**config.mk**
```make
export PLATFORM = sky130hd
export DESIGN_NAME = backplane_dma_error_logger
export DESIGN_NICKNAME = d
export VERILOG_FILES = /design/src/rtl/backplane_err_pkg.sv /design/src/rtl/backplane_dma_error_logger.sv /design/src/rtl/bit_sync2.sv /design/src/rtl/timeout_counter.sv
export VERILOG_INCLUDE_DIRS = /design/src /design/src/rtl
export SDC_FILE = /design/constraint.sdc
export NUM_CORES = 1
export LEC_CHECK = 0
export BUFFER_PORTS_ARGS = -buffer_cell sky130_fd_sc_hd__buf_2
export CORE_MARGIN = 1.5
export CORE_UTILIZATION = 50
export CTS_BUF_LIST = sky130_fd_sc_hd__clkbuf_4 sky130_fd_sc_hd__clkbuf_8
export DETAILED_ROUTE_END_ITERATION = 7
export HOLD_SLACK_MARGIN = 0.1
export PLACE_DENSITY = 0.8
export SYNTH_ARGS = -nofsm -noshare
export SYNTH_HDL_FRONTEND = slang
export SYNTH_HIERARCHICAL = 1
export SYNTH_SLANG_ARGS = --single-unit
```
**constraint.sdc**
```tcl
create_clock -name mclk_in -period 2.55 [get_ports mclk_in]
set_clock_uncertainty 0.2 [all_clocks]
set_input_delay 0.51 -clock mclk_in [delete_from_list [all_inputs] [get_ports mclk_in]]
set_output_delay 0.51 -clock mclk_in [all_outputs]
set_load 0.005 [all_outputs]
```
**src/rtl/backplane_err_defs.svh**
```systemverilog
`ifndef BACKPLANE_ERR_DEFS_SVH
`define BACKPLANE_ERR_DEFS_SVH

// register byte addresses on the local cpu bus
`define ERR_LOG_ADDR        32'h1008_0004
`define BUS_PAGE_ADDR_ADDR  32'h1008_0008

// error log field positions
`define LOG_HALT_BIT        15
`define LOG_PGOOD_BIT       14
`define LOG_MASTER_NXM_BIT  7
`define LOG_PARITY_BIT      5
`define LOG_MEM_ERR_BIT     4
`define LOG_LOST_BIT        3
`define LOG_NO_GRANT_BIT    2
`define LOG_DMA_NXM_BIT     0

// implemented flags, flags that hold a captured address
`define LOG_IMPL_MASK       32'h0000_C0BD
`define LOG_CAPT_MASK       32'h0000_00B1
`define LOG_RESET_VAL       32'h0000_0000

// page address fields
`define BUS_PAGE_W          13
`define BUS_PAGE_LSB        9
`define BUS_PAGE_MSB        21
`define MEM_PAGE_W          20

// timing
`define CLK_PERIOD_NS       50
`define REPLY_TMO_NS        10000
`define GRANT_TMO_NS        10000000
`define REPLY_TMO_CYC  ((`REPLY_TMO_NS + `CLK_PERIOD_NS - 1) / `CLK_PERIOD_NS)
`define GRANT_TMO_CYC  ((`GRANT_TMO_NS + `CLK_PERIOD_NS - 1) / `CLK_PERIOD_NS)

`endif

```
**src/rtl/backplane_err_pkg.sv**
```systemverilog
package backplane_err_pkg;

  // kind of cpu cycle run on the backplane
  typedef enum logic [1:0] {
    CYC_DEMAND_RD,
    CYC_DEMAND_WR,
    CYC_PREFETCH_RD,
    CYC_INT_ACK
  } cycle_kind_e;

  typedef enum logic [1:0] {
    ST_IDLE,
    ST_WAIT_GRANT,
    ST_WAIT_REPLY,
    ST_FINISH
  } cycle_state_e;

endpackage

```
**src/rtl/backplane_dma_error_logger.sv**
```systemverilog
`timescale 1ns/10ps
`include "backplane_err_defs.svh"

module backplane_dma_error_logger #(
  parameter int GRANT_TMO_CYC = `GRANT_TMO_CYC
) (
  // clock and reset
  input  wire logic                     mclk_in,
  input  wire logic                     rst_in,
  // local cpu register bus
  input  wire logic [31:0]              cpu_addr_in,
  input  wire logic                     cpu_rd_in,
  input  wire logic                     cpu_wr_in,
  input  wire logic [3:0]               cpu_be_in,
  input  wire logic [31:0]              cpu_wdata_in,
  output logic      [31:0]              cpu_rdata_out,
  output logic                          cpu_ack_out,
  output logic                          cpu_mchk_out,
  // system state from neighbouring registers
  input  wire logic                     halt_line_response_enable_in,
  input  wire logic                     pgood_halt_action_in,
  input  wire logic                     cpu_halted_in,
  input  wire logic                     io_reset_write_reg_in,
  // backplane pins
  input  wire logic                     backplane_halt_line_in,
  input  wire logic                     dc_power_good_in,
  input  wire logic                     bus_grant_in,
  input  wire logic                     bus_reply_in,
  input  wire logic                     bus_parity_err_in,
  // cpu cycle request toward the backplane
  input  wire logic                     cyc_start_in,
  input  wire logic [1:0]               cyc_kind_in,
  input  wire logic [`BUS_PAGE_MSB:0]   cyc_addr_in,
  output logic                          bus_request_out,
  output logic                          cyc_done_out,
  output logic                          cyc_err_out,
  // local memory error events
  input  wire logic                     mem_err_in,
  input  wire logic                     mem_err_lmgh_in,
  input  wire logic                     mem_err_read_in,
  input  wire logic [`MEM_PAGE_W-1:0]   mem_err_page_in,
  input  wire logic                     dma_nxm_in,
  input  wire logic [`MEM_PAGE_W-1:0]   dma_nxm_page_in,
  // error reports
  output logic                          interprocessor_comm_err_out,
  output logic                          lmgh_retry_err_out,
  output logic                          lmgh_write_irq_out,
  output logic [`MEM_PAGE_W-1:0]        local_mem_err_page_out
);

  localparam int REPLY_CYC = `REPLY_TMO_CYC;

  function automatic logic [31:0] be_mask(input logic [3:0] be);
    be_mask = {{8{be[3]}}, {8{be[2]}}, {8{be[1]}}, {8{be[0]}}};
  endfunction

  function automatic logic is_demand(input logic [1:0] kind);
    is_demand = (kind == backplane_err_pkg::CYC_DEMAND_RD) ||
                (kind == backplane_err_pkg::CYC_DEMAND_WR);
  endfunction

  // synchronised backplane pins
  logic halt_s;
  logic pgood_s;
  logic grant_s;
  logic reply_s;
  logic parity_s;
  logic pgood_d_r;

  bit_sync2 #(
    .WIDTH (5)
  ) u_pin_sync (
    .mclk_in  (mclk_in),
    .rst_in   (rst_in),
    .async_in ({backplane_halt_line_in, dc_power_good_in, bus_grant_in,
                bus_reply_in, bus_parity_err_in}),
    .sync_out ({halt_s, pgood_s, grant_s, reply_s, parity_s})
  );

  // matches the synchroniser's reset level, so no false edge after reset
  always_ff @(posedge mclk_in) begin
    if (rst_in) begin
      pgood_d_r <= 1'b0;
    end else begin
      pgood_d_r <= pgood_s;
    end
  end

  logic pgood_fall;
  assign pgood_fall = pgood_d_r && !pgood_s;

  // backplane cycle sequencer
  backplane_err_pkg::cycle_state_e st_r;
  logic [1:0]                      kind_r;
  logic [`BUS_PAGE_MSB:0]          addr_r;
  logic                            grant_tmo;
  logic                            reply_tmo;

  timeout_counter #(
    .LIMIT (GRANT_TMO_CYC)
  ) u_grant_tmo (
    .mclk_in     (mclk_in),
    .rst_in      (rst_in),
    .run_in      (st_r == backplane_err_pkg::ST_WAIT_GRANT),
    .expired_out (grant_tmo)
  );

  timeout_counter #(
    .LIMIT (REPLY_CYC)
  ) u_reply_tmo (
    .mclk_in     (mclk_in),
    .rst_in      (rst_in),
    .run_in      (st_r == backplane_err_pkg::ST_WAIT_REPLY),
    .expired_out (reply_tmo)
  );

  always_ff @(posedge mclk_in) begin
    if (rst_in) begin
      st_r   <= backplane_err_pkg::ST_IDLE;
      kind_r <= 2'h0;
      addr_r <= '0;
    end else begin
      unique case (st_r)
        backplane_err_pkg::ST_IDLE: begin
          if (cyc_start_in) begin
            st_r   <= backplane_err_pkg::ST_WAIT_GRANT;
            kind_r <= cyc_kind_in;
            addr_r <= cyc_addr_in;
          end
        end
        backplane_err_pkg::ST_WAIT_GRANT: begin
          if (grant_s) begin
            st_r <= backplane_err_pkg::ST_WAIT_REPLY;
          end else if (grant_tmo) begin
            st_r <= backplane_err_pkg::ST_FINISH;
          end
        end
        backplane_err_pkg::ST_WAIT_REPLY: begin
          if (reply_s || reply_tmo) begin
            st_r <= backplane_err_pkg::ST_FINISH;
          end
        end
        backplane_err_pkg::ST_FINISH: begin
          st_r <= backplane_err_pkg::ST_IDLE;
        end
      endcase
    end
  end

  // one-cycle error events from the sequencer
  logic ev_no_grant;
  logic ev_master_nxm;
  logic ev_parity;
  logic any_cyc_err;

  assign ev_no_grant = (st_r == backplane_err_pkg::ST_WAIT_GRANT) &&
                       !grant_s && grant_tmo &&
                       is_demand(kind_r);
  assign ev_master_nxm = (st_r == backplane_err_pkg::ST_WAIT_REPLY) &&
                         !reply_s && reply_tmo &&
                         is_demand(kind_r);
  assign ev_parity = (st_r == backplane_err_pkg::ST_WAIT_REPLY) &&
                     reply_s && parity_s &&
                     (kind_r == backplane_err_pkg::CYC_DEMAND_RD);
  assign any_cyc_err = ((st_r == backplane_err_pkg::ST_WAIT_GRANT) &&
                        !grant_s && grant_tmo) ||
                       ((st_r == backplane_err_pkg::ST_WAIT_REPLY) &&
                        (reply_tmo || (reply_s && parity_s)));

  always_ff @(posedge mclk_in) begin
    if (rst_in) begin
      bus_request_out <= 1'b0;
      cyc_done_out    <= 1'b0;
      cyc_err_out     <= 1'b0;
    end else begin
      bus_request_out <= (st_r == backplane_err_pkg::ST_IDLE) ?
                         cyc_start_in :
                         (st_r == backplane_err_pkg::ST_WAIT_GRANT) &&
                         !grant_s && !grant_tmo;
      cyc_done_out    <= (st_r == backplane_err_pkg::ST_FINISH);
      if (st_r == backplane_err_pkg::ST_IDLE) begin
        cyc_err_out <= 1'b0;
      end else if (any_cyc_err) begin
        cyc_err_out <= 1'b1;
      end
    end
  end

  // error log
  logic [31:0] log_r;
  logic [31:0] set_bits;
  logic [31:0] w1c_bits;
  logic        wr_log;
  logic        rd_log;
  logic        hit_page;
  logic        bus_capt_ev;
  logic        mem_capt_ev;
  logic        clear_all;

  assign wr_log   = cpu_wr_in && (cpu_addr_in == `ERR_LOG_ADDR);
  assign rd_log   = cpu_rd_in && (cpu_addr_in == `ERR_LOG_ADDR);
  assign hit_page = cpu_addr_in == `BUS_PAGE_ADDR_ADDR;
  assign bus_capt_ev = ev_parity || ev_master_nxm;
  assign mem_capt_ev = mem_err_in || dma_nxm_in;
  assign clear_all   = io_reset_write_reg_in ||
                       (pgood_fall && cpu_halted_in);

  // byte lanes select which flags a write may clear
  assign w1c_bits = wr_log ?
                    (cpu_wdata_in & be_mask(cpu_be_in) & `LOG_IMPL_MASK) :
                    32'h0000_0000;

  always_comb begin
    set_bits = 32'h0000_0000;
    set_bits[`LOG_HALT_BIT]  = halt_s &&
                               halt_line_response_enable_in;
    set_bits[`LOG_PGOOD_BIT] = pgood_fall &&
                               pgood_halt_action_in;
    set_bits[`LOG_MASTER_NXM_BIT] = ev_master_nxm;
    set_bits[`LOG_PARITY_BIT]     = ev_parity;
    set_bits[`LOG_MEM_ERR_BIT]    = mem_err_in;
    set_bits[`LOG_LOST_BIT] = (bus_capt_ev || mem_capt_ev) &&
                              |(log_r & `LOG_CAPT_MASK);
    set_bits[`LOG_NO_GRANT_BIT] = ev_no_grant;
    set_bits[`LOG_DMA_NXM_BIT]  = dma_nxm_in;
  end

  // a new event wins over a clear in the same cycle
  always_ff @(posedge mclk_in) begin
    if (rst_in) begin
      log_r <= `LOG_RESET_VAL;
    end else if (clear_all) begin
      log_r <= set_bits;
    end else begin
      log_r <= (log_r & ~w1c_bits) | set_bits;
    end
  end

  // backplane page address of a failing cpu access
  logic [`BUS_PAGE_W-1:0] bus_page_r;

  always_ff @(posedge mclk_in) begin
    if (rst_in) begin
      bus_page_r <= '0;
    end else if (bus_capt_ev && !log_r[`LOG_PARITY_BIT] &&
                 !log_r[`LOG_MASTER_NXM_BIT]) begin
      bus_page_r <= addr_r[`BUS_PAGE_MSB:`BUS_PAGE_LSB];
    end
  end

  // local memory page address, held until both flags clear
  always_ff @(posedge mclk_in) begin
    if (rst_in) begin
      local_mem_err_page_out <= '0;
    end else if (mem_capt_ev && !log_r[`LOG_MEM_ERR_BIT] &&
                 !log_r[`LOG_DMA_NXM_BIT]) begin
      local_mem_err_page_out <= mem_err_in ? mem_err_page_in :
                                dma_nxm_page_in;
    end
  end

  // memory error reports
  always_ff @(posedge mclk_in) begin
    if (rst_in) begin
      interprocessor_comm_err_out <= 1'b0;
      lmgh_retry_err_out          <= 1'b0;
      lmgh_write_irq_out          <= 1'b0;
    end else begin
      interprocessor_comm_err_out <= mem_err_in &&
                                     !mem_err_lmgh_in;
      lmgh_retry_err_out <= mem_err_in && mem_err_lmgh_in &&
                            mem_err_read_in;
      lmgh_write_irq_out <= mem_err_in && mem_err_lmgh_in &&
                            !mem_err_read_in;
    end
  end

  // register bus answer, one cycle after the strobe
  always_ff @(posedge mclk_in) begin
    if (rst_in) begin
      cpu_rdata_out <= 32'h0000_0000;
      cpu_ack_out   <= 1'b0;
      cpu_mchk_out  <= 1'b0;
    end else begin
      cpu_ack_out  <= cpu_rd_in || cpu_wr_in;
      cpu_mchk_out <= hit_page &&
                      (cpu_wr_in ||
                       (cpu_rd_in && cpu_be_in != 4'hF));
      if (rd_log) begin
        cpu_rdata_out <= log_r & `LOG_IMPL_MASK &
                         be_mask(cpu_be_in);
      end else if (cpu_rd_in && hit_page) begin
        // content only meaningful while parity or timeout flag set
        cpu_rdata_out <= {19'h0_0000, bus_page_r};
      end else begin
        cpu_rdata_out <= 32'h0000_0000;
      end
    end
  end
endmodule

```
**src/rtl/bit_sync2.sv**
```systemverilog
`timescale 1ns/10ps
module bit_sync2 #(
  parameter int WIDTH = 1
) (
  // clock and reset
  input  wire logic             mclk_in,
  input  wire logic             rst_in,
  // asynchronous levels and their synchronised copies
  input  wire logic [WIDTH-1:0] async_in,
  output logic      [WIDTH-1:0] sync_out
);

  logic [WIDTH-1:0] meta_r;

  always_ff @(posedge mclk_in) begin
    if (rst_in) begin
      meta_r   <= '0;
      sync_out <= '0;
    end else begin
      meta_r   <= async_in;
      sync_out <= meta_r;
    end
  end

endmodule

```
**src/rtl/timeout_counter.sv**
```systemverilog
`timescale 1ns/10ps
module timeout_counter #(
  parameter int LIMIT = 200
) (
  // clock and reset
  input  wire logic mclk_in,
  input  wire logic rst_in,
  // count while run is high, expire after limit cycles
  input  wire logic run_in,
  output logic      expired_out
);

  localparam int CW = $clog2(LIMIT + 1);

  logic [CW-1:0] count_r;

  always_ff @(posedge mclk_in) begin
    if (rst_in || !run_in) begin
      count_r     <= '0;
      expired_out <= 1'b0;
    end else if (!expired_out) begin
      count_r     <= count_r + CW'(1);
      expired_out <= (count_r == CW'(LIMIT - 1));
    end
  end

endmodule

```
==> summary.txt, run 1 <==
STA
  • TNS Setup: 0 ns
  • Period utilization: between 80 and 90%
  • Slew headroom: 34.4%
  • Tmin final: ~2.2 ns
  • Final setup fails: 0
  • RSZ-0062 raised after global routing: false
  • Final Hold Fails: 0
  • Fmax achieved: 0.457 GHz
  • Final Slew Violations: 0
  • Slew @ Worst Pin: 0.982 ns

Logic synthesis
  • Post-synth EDFFs: 0
  • Synth Register Bits: between 100 and 150
  • YS warnings: 6
  • Cell Area, Synth: between 5000 and 6000 sq um
  • Cell variety after synth: 55
  • Count leader, synth: dfxtp_1
  • Dominant synthesized flop cell: dfxtp_1
  • Post-synth top area share: ~47%
  • Sequential element share of the synthesized area: a little under half
  • Async SR Flop Fraction: 0%
  • Avg Cell Area, Syn: 9.40 sq um
  • Synth Instances: 539
  • Cell taking the most area after synthesis: dfxtp_1
  • Synth area leaders: dfxtp_1 47%, mux2i_1 7.1%, nor2_1 5.0%
  • Most frequent cells after synthesis: 120 x dfxtp_1, 67 x nor2_1, 47 x nand2_1, 36 x mux2i_1, 29 x a21oi_1

Worst setup path
  • Critical path data required time: 2.66 ns
  • Reg2reg setup slack: 0.36 ns
  • Worst setup path endpoint: bus_page_r[7]
  • Crit path from: u_reply_tmo/expired_out
  • Worst reg2reg path endpoint: bus_page_r[7]
  • Setup crit start kind: flop
  • Crit. End Element: flop
  • R2R Path Start: u_reply_tmo/expired_out
  • Worst-path fanout max: 13
  • Critical path class: flop to flop
  • Arr. time, crit path: 2.30 ns
  • R2R cell count: 4

Final layout
  • Storage element area: 2400 sq um
  • Cell area after layout: between 6000 and 7000 sq um
  • Diodes inserted: 0
  • Area grow syn2layout: 25.4%
  • Post-layout net count: 863
  • Ratio of cells with drive above 1 in the final layout: 29.8%
  • Multi-input gate area: 2460 sq um
  • Fill cells: 848

Global route
  • Largest net degree at the start of global routing: 41
  • Global-route wire length before repair: 19.1 mm
  • Vias in the first global route: 4302
  • Initial antenna violation count: 0
  • Overflow after GRT: 0
  • Total track usage: 21.6%

Power
  • Pleak: approximately 2.9 nW
  • Pwr/cell area: 669 nW/um^2
  • Worst vdd ir: 0.309 mV

Placed design
  • Post-DP Area: between 5000 and 6000 sq um
  • Detail Placement HPWL: 8.47 mm
  • Global placer's final weighted congestion: between 0.7 and 0.8
  • I/O Buffers: 159

Drt
  • Routed vias/inst: ~5.2
  • DR vias: between 4000 and 5000
  • DRT iter0 DRCs: around 190
  • Wire length per cell: 13.6 um
  • Drc violations: 0
  • Pre-antenna DRT Iters: 4
  • Antenna viol nets, final: 0
  • Final wirelength: between 10 and 15 mm

Clock network
  • Longest Clk Path Bufs: 2
  • Skew-Pair Late Insertion Delay: 0.42 ns
  • CTS buffer count: 17
  • Root Driver: clkbuf_8
  • Reg clk slew, reported paths: 0.08 ns
  • Post-CTS sizing: 0
  • CTS tree: yes
  • CTS H-tree depth: 4
  • Clock Sinks: 120

Status
  • Outcome: complete, no violations

Flow run
  • Max cap viols: 0

Die
  • Die area: about 11000 sq um
  • Vert. Die Dim: a little over 100 um
  • # IOs: 210
  • Core area: between 9000 and 10000 sq um
  • Initial core utilization: 51.6%
  • FP Rows: 36
  • Die X-Extent: 104 um

Min path
  • Min-delay worst type: input port to flop
==> timing repair <==
item / in CTS / in global routing
hold buffers: 6 / 0
hold endpoints to repair: 6 / 0
buffers inserted: 0 / 0
==> registers in the layout, summed over array words and instances, names as in the netlist, 2 cells and up <==
| name | count |
|---|---|
| u_pin_sync/meta_r | 5 |
| log_r | 8 |
| u_grant_tmo/count_r | 18 |
| kind_r | 2 |
| st_r | 2 |
| u_reply_tmo/count_r | 8 |
| local_mem_err_page_out | 20 |
| bus_page_r | 13 |
| u_pin_sync/sync_out | 5 |
| addr_r | 13 |
| cpu_rdata_out | 15 |
==> power by group <==
group / leakage, nW / switching [mW] / internal (mW)
registers: 0.978 / 0.0779 / 1.99
logic: 1.78 / 0.372 / 0.280
clock network: 0.179 / 0.820 / 0.707
total: 2.94 / 1.27 / 2.98
==> per-layer routing <==
| metal | part of all wire, % | vias up | global-route usage (%) |
|---|---|---|---|
| li1 | - | 2194 | - |
| met1 | 42 | 2044 | 24.0 |
| met2 | 51 | 147 | 39.4 |
| met3 | 5.1 | 22 | 4.09 |
| met4 | 2.2 | 0 | 10.7 |
| met5 | 0 | - | 0 |
==> placed cells by master, fill, tap and decap left out, drive strengths merged, types with 3 or more instances in the layout <==
cell and count:
a211oi 21, a21oi 29, a32o 3, and2 3, and3 17, buf 168
clkbuf 18, clkinv 5, conb 17, dfxtp 120, dlygate4sd3 6, ha 7
inv 15, mux2i 36, nand2 47, nand2b 4, nand3 12, nand4 6
nand4b 7, nor2 67, nor2b 21, nor3 13, nor4 8, nor4b 5
o21ai 13, or3 10, xnor2 7, xor2 6
==> area by class of cell <==
type | count | area share [%]
flip-flops and latches | 120 | 37.8
inverters | 8 | 0.473
clock inverters | 14 | 1.83
well taps | 133 | 2.62
clock buffers | 18 | 3.80
repair buffers | 174 | 14.7
multi-input cells | 385 | 38.7
==> kinds of logic (layout without fill, tap and decap cells) <==
| kind of cell | Yosys count | count (layout) | synth area share (%) |
|---|---|---|---|
| other | 1 | 17 | 0.0740 |
| AO/OA/AOI/OAI | 82 | 82 | 10.4 |
| multiplexers | 37 | 37 | 7.34 |
| AND/OR/NAND/NOR | 229 | 229 | 25.5 |
| XOR/XNOR | 13 | 13 | 2.25 |
| adder cells (fa/ha/maj) | 7 | 7 | 1.73 |
| buffers and inverters | 50 | 214 | 5.26 |
| flip-flops | 120 | 120 | 47.4 |
==> worst min path at each step <==
stage | start | endpoint | slack (ns) | cells after the start
6_report | cyc_addr_in[19] | addr_r[19] | 0.12 | 3
5_1_grt | backplane_halt_line_in | u_pin_sync/meta_r[4] | 0.11 | 2
3_3_place_gp | u_pin_sync/meta_r[3] | u_pin_sync/sync_out[3] | 0.22 | 1
2_1_floorplan | u_pin_sync/meta_r[0] | u_pin_sync/sync_out[0] | 0.21 | 1
3_5_place_dp | u_pin_sync/meta_r[4] | u_pin_sync/sync_out[4] | 0.23 | 1
4_1_cts | cyc_addr_in[19] | addr_r[19] | 0.10 | 3
==> worst max-delay path, stage by stage (launching register included) <==
cell and delay [ns]:
dfxtp_1 0.44, nor2b_1 0.23, o211ai_2 0.79, mux2i_1 0.35
nor2_1 0.08
==> through the flow <==
stage                     hold slack [ns]  std cells  setup slack [ns]  utilization (%)  total power [mW]
after floorplan                     0.214        555             0.575                -              2.52
after global placement              0.219        814             0.340             60.5              2.71
after detailed placement            0.233        814             0.227             60.5              2.75
after CTS                           0.101        852             0.365             64.7              4.28
after global routing                0.112        852             0.259             64.7              4.46
final                               0.117        852             0.360             64.7              4.25
Power figures use the tool's default switching activity.
==> run 2: changes to the inputs <==
--- a/config.mk
+++ b/config.mk
@@ -12,7 +12,7 @@
 export CTS_BUF_LIST = sky130_fd_sc_hd__clkbuf_4 sky130_fd_sc_hd__clkbuf_8
 export DETAILED_ROUTE_END_ITERATION = 7
 export HOLD_SLACK_MARGIN = 0.1
-export PLACE_DENSITY = 0.8
+export PLACE_DENSITY = 0.94
 export SYNTH_ARGS = -nofsm -noshare
 export SYNTH_HDL_FRONTEND = slang
 export SYNTH_HIERARCHICAL = 1
==> summary.txt, run 2 (synthesis results as in run 1) <==
Drt
  • Pre-antenna DRT Iters: 5 (was 4)
  • Antenna viol nets, final: 0 (unchanged)
  • Wire length per cell: 15.7 um (was 13.6 um)
  • DR vias: 4706 (was 4407)
  • Drc violations: 0 (unchanged)
  • DRT iter0 DRCs: 305 (was 191)
  • Routed vias/inst: 5.52 (was 5.17)
  • Final wirelength: 13.4 mm (was 11.6 mm)

Flow run
  • Max cap viols: 0 (unchanged)

Worst setup path
  • Critical path data required time: 2.71 ns (was 2.66 ns)
  • Arr. time, crit path: 2.39 ns (was 2.30 ns)
  • Crit. End Element: flop (unchanged)
  • Critical path class: flop to flop (unchanged)
  • Buffers & Inverters on Critical Path: 0 (unchanged)
  • Crit path from: u_grant_tmo/count_r[0] (was u_reply_tmo/expired_out)
  • CP max stage delay: 0.62 ns (was 0.79 ns)
  • Cell-by-cell trace of the critical path: ha_1, nand3b_1, or4_4, or3_1, a21oi_1 (was nor2b_1, o211ai_2, mux2i_1, nor2_1)
  • Worst-path fanout max: 5 (was 13)
  • CP max-delay cell: or4_4 (was o211ai_2)
  • Setup crit start kind: flop (unchanged)
  • Crit path max-delay family: simple AND/OR/NAND/NOR gates (was compound AO/OA/AOI/OAI gates)
  • R2R Path Start: u_grant_tmo/count_r[0] (was u_reply_tmo/expired_out)

Global route
  • Vias in the first global route: 4724 (was 4302)
  • Overflow after GRT: 0 (unchanged)
  • Total track usage: 24.5% (was 21.6%)
  • Largest net degree at the start of global routing: 42 (was 41)
  • Initial antenna violation count: 1 (was 0)
  • Global-route wire length before repair: 21.3 mm (was 19.1 mm)

STA
  • RSZ-0062 raised after global routing: false (unchanged)
  • Setup WS post-layout: 0.312 ns (was 0.360 ns)
  • Final Hold Fails: 0 (unchanged)
  • Tmin final: 2.24 ns (was 2.19 ns)
  • TNS Setup: 0 ns (unchanged)
  • Slew headroom: 61.6% (was 34.4%)
  • Final setup fails: 0 (unchanged)
  • Period utilization: 87.8% (was 85.9%)
  • Slew @ Worst Pin: 0.575 ns (was 0.982 ns)
  • Final Slew Violations: 0 (unchanged)
  • Fmax achieved: 0.447 GHz (was 0.457 GHz)
  • Worst hold margin: 0.109 ns (was 0.117 ns)

Min path
  • Min-delay worst type: input port to flop (unchanged)
  • Min-delay src: bus_grant_in (was cyc_addr_in[19])

Clock network
  • Clock Sinks: 120 (unchanged)
  • Reg clk slew, reported paths: 0.08 ns (about the same)
  • CTS buffer count: 17 (unchanged)
  • Root Driver: clkbuf_8 (unchanged)
  • Post-CTS setup buffer count: 0 (unchanged)
  • Longest Clk Path Bufs: 2 (unchanged)
  • CTS H-tree depth: 4 (unchanged)
  • Hold Buf Count CTS: 4 (was 6)
  • Skew-Pair Late Insertion Delay: 0.43 ns (was 0.42 ns)
  • Post-CTS sizing: 0 (unchanged)
  • CTS tree: yes (unchanged)

Power
  • Switch share: 26.9% (was 29.9%)
  • Internal: 3.56 mW (was 2.98 mW)
  • Clk pwr share: 43.6% (was 35.9%)
  • Comb power frac: 13.9% (was 15.3%)
  • Sequential share of power: 42.5% (was 48.7%)
  • NetSw: 1.31 mW (was 1.27 mW)
  • Worst vdd ir: 0.406 mV (was 0.309 mV)
  • Pwr/cell area: 753 nW/um^2 (was 669 nW/um^2)
  • Pleak: 3.00 nW (was 2.94 nW)

Placed design
  • Pre-CTS setup slack: 0.336 ns (was 0.227 ns)
  • I/O Buffers: 159 (unchanged)
  • Detail Placement HPWL: 9.08 mm (was 8.47 mm)
  • Global placer's final weighted congestion: 0.811 (was 0.786)

Final layout
  • Ratio of cells with drive above 1 in the final layout: 29.9% (was 29.8%)
  • Most common cell after layout, fill and taps aside: buf_2 (unchanged)
  • Post-layout net count: 862 (was 863)
  • Commonest cells after routing, fill and taps aside: 159 x buf_2, 120 x dfxtp_1, 67 x nor2_1, 47 x nand2_1, 36 x mux2i_1 (unchanged)
  • Area grow syn2layout: 27.7% (was 25.4%)
  • Utilization after layout: 65.9% (was 64.7%)
  • Largest register by flop count: local_mem_err_page_out (unchanged)
  • Regs by FF count: local_mem_err_page_out x20, u_grant_tmo/count_r x18, cpu_rdata_out x15 (unchanged)
  • Max reg flops: 20 (unchanged)

Die
  • Initial core utilization: 51.6% (unchanged)
  • # IOs: 210 (unchanged)
  • Vert. Die Dim: 104 um (unchanged)
  • FP Rows: 36 (unchanged)
  • Die X-Extent: 104 um (unchanged)
  • Core area: 9820 sq um (unchanged)
  • Die area: 10700 sq um (unchanged)

Status
  • Outcome: complete, no violations (unchanged)
run 2: changes by cell type in the layout (fill, tap and decap cells not counted):
cell / delta
bufinv_16: +6
clkinv_4: -2
clkinv_2: -1
clkinvlp_4: -2
inv_6: -1
clkbuf_4: -1
dlygate4sd3_1: -2
diode_2: +1
buf_4: +2
inv_8: +1
buf_12: -1
run 2: path summary, 6_finish.rpt:
path                                                end  slack, ns  cells after the start
worst max-delay path            u_grant_tmo/count_r[14]       0.31                      5
worst min-delay path               u_pin_sync/meta_r[2]       0.11                      2
worst max register to register  u_grant_tmo/count_r[14]       0.31                      5
worst min register to register   u_pin_sync/sync_out[4]       0.24                      1
run 2: final cells by class:
type,count,area (sq um)
Inverter,8,30.0
Fill cell,740,3350
Timing Repair Buffer,173,911
Clock inverter,15,262
Sequential cell,120,2400
Clock buffer,17,234
Multi-Input combinational cell,385,2460
Antenna cell,1,2.50
Tap cell,133,166
run 2: per-stage QoR:
step | std cells | power (mW) | cell area [sq um]
final | 852 | 4.87 | 6470
after global routing | 852 | 5.06 | 6470
after CTS | 851 | 4.87 | 6470
after detailed placement | 815 | 2.75 | 5930
after global placement | 815 | 2.70 | 5930
after floorplan | 555 | 2.52 | 5130
run 2: per-layer routing:
| layer | share of wire (%) | wire [um] | GRT usage (%) |
|---|---|---|---|
| met2 | 53 | 7100 | 46.4 |
| met3 | 7.9 | 1060 | 6.17 |
| met5 | 0 | 0 | 0 |
| met1 | 36 | 4850 | 24.8 |
| met4 | 2.9 | 389 | 12.2 |
run 2: power groups by stage:
stage	combinational (mW)	sequential, mW	clock [mW]
2_1_floorplan	0.420	2.10	0
3_3_place_gp	0.603	2.10	0
3_5_place_dp	0.636	2.11	0
4_1_cts	0.666	2.07	2.14
5_1_grt	0.744	2.08	2.23
6_report	0.675	2.07	2.13
==> run 3: changes to the inputs <==
--- a/config.mk
+++ b/config.mk
@@ -12,6 +12,7 @@
 export CTS_BUF_LIST = sky130_fd_sc_hd__clkbuf_4 sky130_fd_sc_hd__clkbuf_8
 export DETAILED_ROUTE_END_ITERATION = 7
 export HOLD_SLACK_MARGIN = 0.1
+export MAX_ROUTING_LAYER = met4
 export PLACE_DENSITY = 0.94
 export SYNTH_ARGS = -nofsm -noshare
 export SYNTH_HDL_FRONTEND = slang
==> summary.txt, run 3 (synthesis results as in run 1) <==
Status
  • Outcome: complete, no violations (unchanged)

Worst setup path
  • Buffers & Inverters on Critical Path: 0 (unchanged)
  • Arr. time, crit path: 2.41 ns (was 2.39 ns)
  • Critical path class: flop to flop (unchanged)
  • CP max-delay cell: or4_4 (unchanged)
  • R2R cell count: 5 (unchanged)
  • Critical path data required time: 2.72 ns (was 2.71 ns)
  • Worst-path fanout max: 5 (unchanged)
  • CP max stage delay: 0.62 ns (about the same)
  • R2R Path Start: u_grant_tmo/count_r[0] (unchanged)
  • Cell-by-cell trace of the critical path: ha_1, nand3b_1, or4_4, or3_1, a21oi_1 (unchanged)
  • Crit path max-delay family: simple AND/OR/NAND/NOR gates (unchanged)
  • Worst reg2reg path endpoint: u_grant_tmo/count_r[16] (was u_grant_tmo/count_r[14])
  • Reg2reg setup slack: 0.31 ns (about the same)
  • Crit. End Element: flop (unchanged)
  • Setup crit start kind: flop (unchanged)
  • Crit path from: u_grant_tmo/count_r[0] (unchanged)

Final layout
  • Post-layout net count: 865 (was 862)
  • Largest register by flop count: local_mem_err_page_out (unchanged)
  • Regs by FF count: local_mem_err_page_out x20, u_grant_tmo/count_r x18, cpu_rdata_out x15 (unchanged)
  • Ratio of cells with drive above 1 in the final layout: 29.8% (was 29.9%)
  • Most common cell after layout, fill and taps aside: buf_2 (unchanged)
  • Max reg flops: 20 (unchanged)
  • Commonest cells after routing, fill and taps aside: 159 x buf_2, 120 x dfxtp_1, 67 x nor2_1, 47 x nand2_1, 36 x mux2i_1 (unchanged)
  • Layout Cells excl Fill: 855 (was 852)
  • Area grow syn2layout: 28.3% (was 27.7%)
  • Utilization after layout: 66.2% (was 65.9%)

Clock network
  • Clock Sinks: 120 (unchanged)
  • Post-CTS setup buffer count: 0 (unchanged)
  • CTS tree: yes (unchanged)
  • Longest Clk Path Bufs: 2 (unchanged)
  • Reg clk slew, reported paths: 0.08 ns (about the same)
  • Skew-Pair Late Insertion Delay: 0.43 ns (about the same)
  • CTS H-tree depth: 4 (unchanged)
  • Root Driver: clkbuf_8 (unchanged)
  • CTS buffer count: 17 (unchanged)

STA
  • Final setup fails: 0 (unchanged)
  • Slew headroom: 60.8% (was 61.6%)
  • Worst hold margin: 0.123 ns (was 0.109 ns)
  • TNS Setup: 0 ns (unchanged)
  • Period utilization: 88.0% (was 87.8%)
  • Slew @ Worst Pin: 0.586 ns (was 0.575 ns)
  • Fmax achieved: 0.446 GHz (was 0.447 GHz)
  • Final Hold Fails: 0 (unchanged)
  • Final Slew Violations: 0 (unchanged)
  • Tmin final: 2.24 ns (about the same)
  • RSZ-0062 raised after global routing: false (unchanged)

Placed design
  • Inst Count DP: 815 (unchanged)
  • Global placer's final weighted congestion: 0.823 (was 0.811)
  • Detail Placement HPWL: 9.08 mm (unchanged)
  • I/O Buffers: 159 (unchanged)

Drt
  • Wire length per cell: 15.7 um (about the same)
  • Routed vias/inst: 5.50 (was 5.52)
  • DRT iter0 DRCs: 294 (was 305)
  • Antenna viol nets, final: 0 (unchanged)
  • Final wirelength: 13.4 mm (about the same)
  • Pre-antenna DRT Iters: 5 (unchanged)
  • Drc violations: 0 (unchanged)
  • DR vias: 4703 (was 4706)

Min path
  • Min-delay worst type: input port to flop (unchanged)
  • Min-delay src: bus_reply_in (was bus_grant_in)
  • Hold Path Depth: 2 (unchanged)
  • Worst Hold End: u_pin_sync/meta_r[1] (was u_pin_sync/meta_r[2])

Power
  • Pwr Total: 4.88 mW (was 4.87 mW)
  • Worst vdd ir: 0.407 mV (was 0.406 mV)
  • Pwr/cell area: 750 nW/um^2 (was 753 nW/um^2)
  • Pleak: 3.02 nW (was 3.00 nW)

Global route
  • Vias in the first global route: 4724 (unchanged)
  • Initial antenna violation count: 1 (unchanged)
  • Total track usage: 25.4% (was 24.5%)
  • Overflow after GRT: 0 (unchanged)
  • Largest net degree at the start of global routing: 42 (unchanged)
  • Global-route wire length before repair: 21.3 mm (about the same)

Die
  • Die X-Extent: 104 um (unchanged)
  • Initial core utilization: 51.6% (unchanged)
  • Core area: 9820 sq um (unchanged)
  • Die area: 10700 sq um (unchanged)
  • FP Rows: 36 (unchanged)
  • Vert. Die Dim: 104 um (unchanged)
  • # IOs: 210 (unchanged)

Flow run
  • Max cap viols: 0 (unchanged)
[run 3: cell count changes in the layout (fill, tap and decap cells not counted), sizes merged]
cell / before / now
dlygate4sd3: 4 / 7
[run 3: final cells by class]
class                   instances  area [sq um]
flip-flops and latches        120          2400
diodes                          1          2.50
clock inverters                15           262
clock buffers                  17           234
inverters                       8          30.0
multi-input cells             385          2460
fillers                       737          3320
repair buffers                176           941
well taps                     133           166
[run 3: how the worst max path moves through the flow]
| stage | endpoint | slack [ns] | depth (start not counted) |
|---|---|---|---|
| finish | u_grant_tmo/count_r[16] | 0.31 | 5 |
| global route | u_grant_tmo/count_r[14] | 0.21 | 5 |
| CTS | u_grant_tmo/count_r[14] | 0.34 | 5 |
| detailed placement | cpu_rdata_out[14] | 0.34 | 6 |
| global placement | cpu_rdata_out[15] | 0.47 | 6 |
| floorplan | u_grant_tmo/count_r[14] | 0.58 | 5 |
[run 3: timing repair]
action,4_1_cts,5_1_grt
endpoints found under the setup margin,0,0
resized for setup,0,0
hold buffers,4,3
hold endpoints to repair,4,3
[run 3: through the flow]
step                cell area, sq um  worst slack [ns]
floorplan                       5130             0.575
global route                    6500             0.206
global placement                5930             0.472
finish                          6500             0.306
CTS                             6470             0.342
detailed placement              5930             0.336
[run 3: power breakdown]
part	switching (mW)	leakage (nW)	internal (mW)	total (mW)
logic	0.399	1.79	0.280	0.679
registers	0.0789	0.978	1.99	2.07
clock network	0.837	0.249	1.29	2.13
total	1.31	3.02	3.56	4.88
[run 3: layer usage]
metal  wire length [um]  vias up  global-route usage (%)
met5                  0        -                       -
met3               1040       42                    6.86
li1                   -     2199                       -
met4                416        0                    11.3
met2               7000      270                    46.4
met1               4950     2192                    25.1
[run 3: worst reg2reg max path, delay by kind of cell (launching register included)]
family                   cells  cell delay (ns)
AND/OR/NAND/NOR              3             1.15
adder cells (fa/ha/maj)      1             0.24
AO/OA/AOI/OAI                1             0.14
flip-flops                   1             0.44
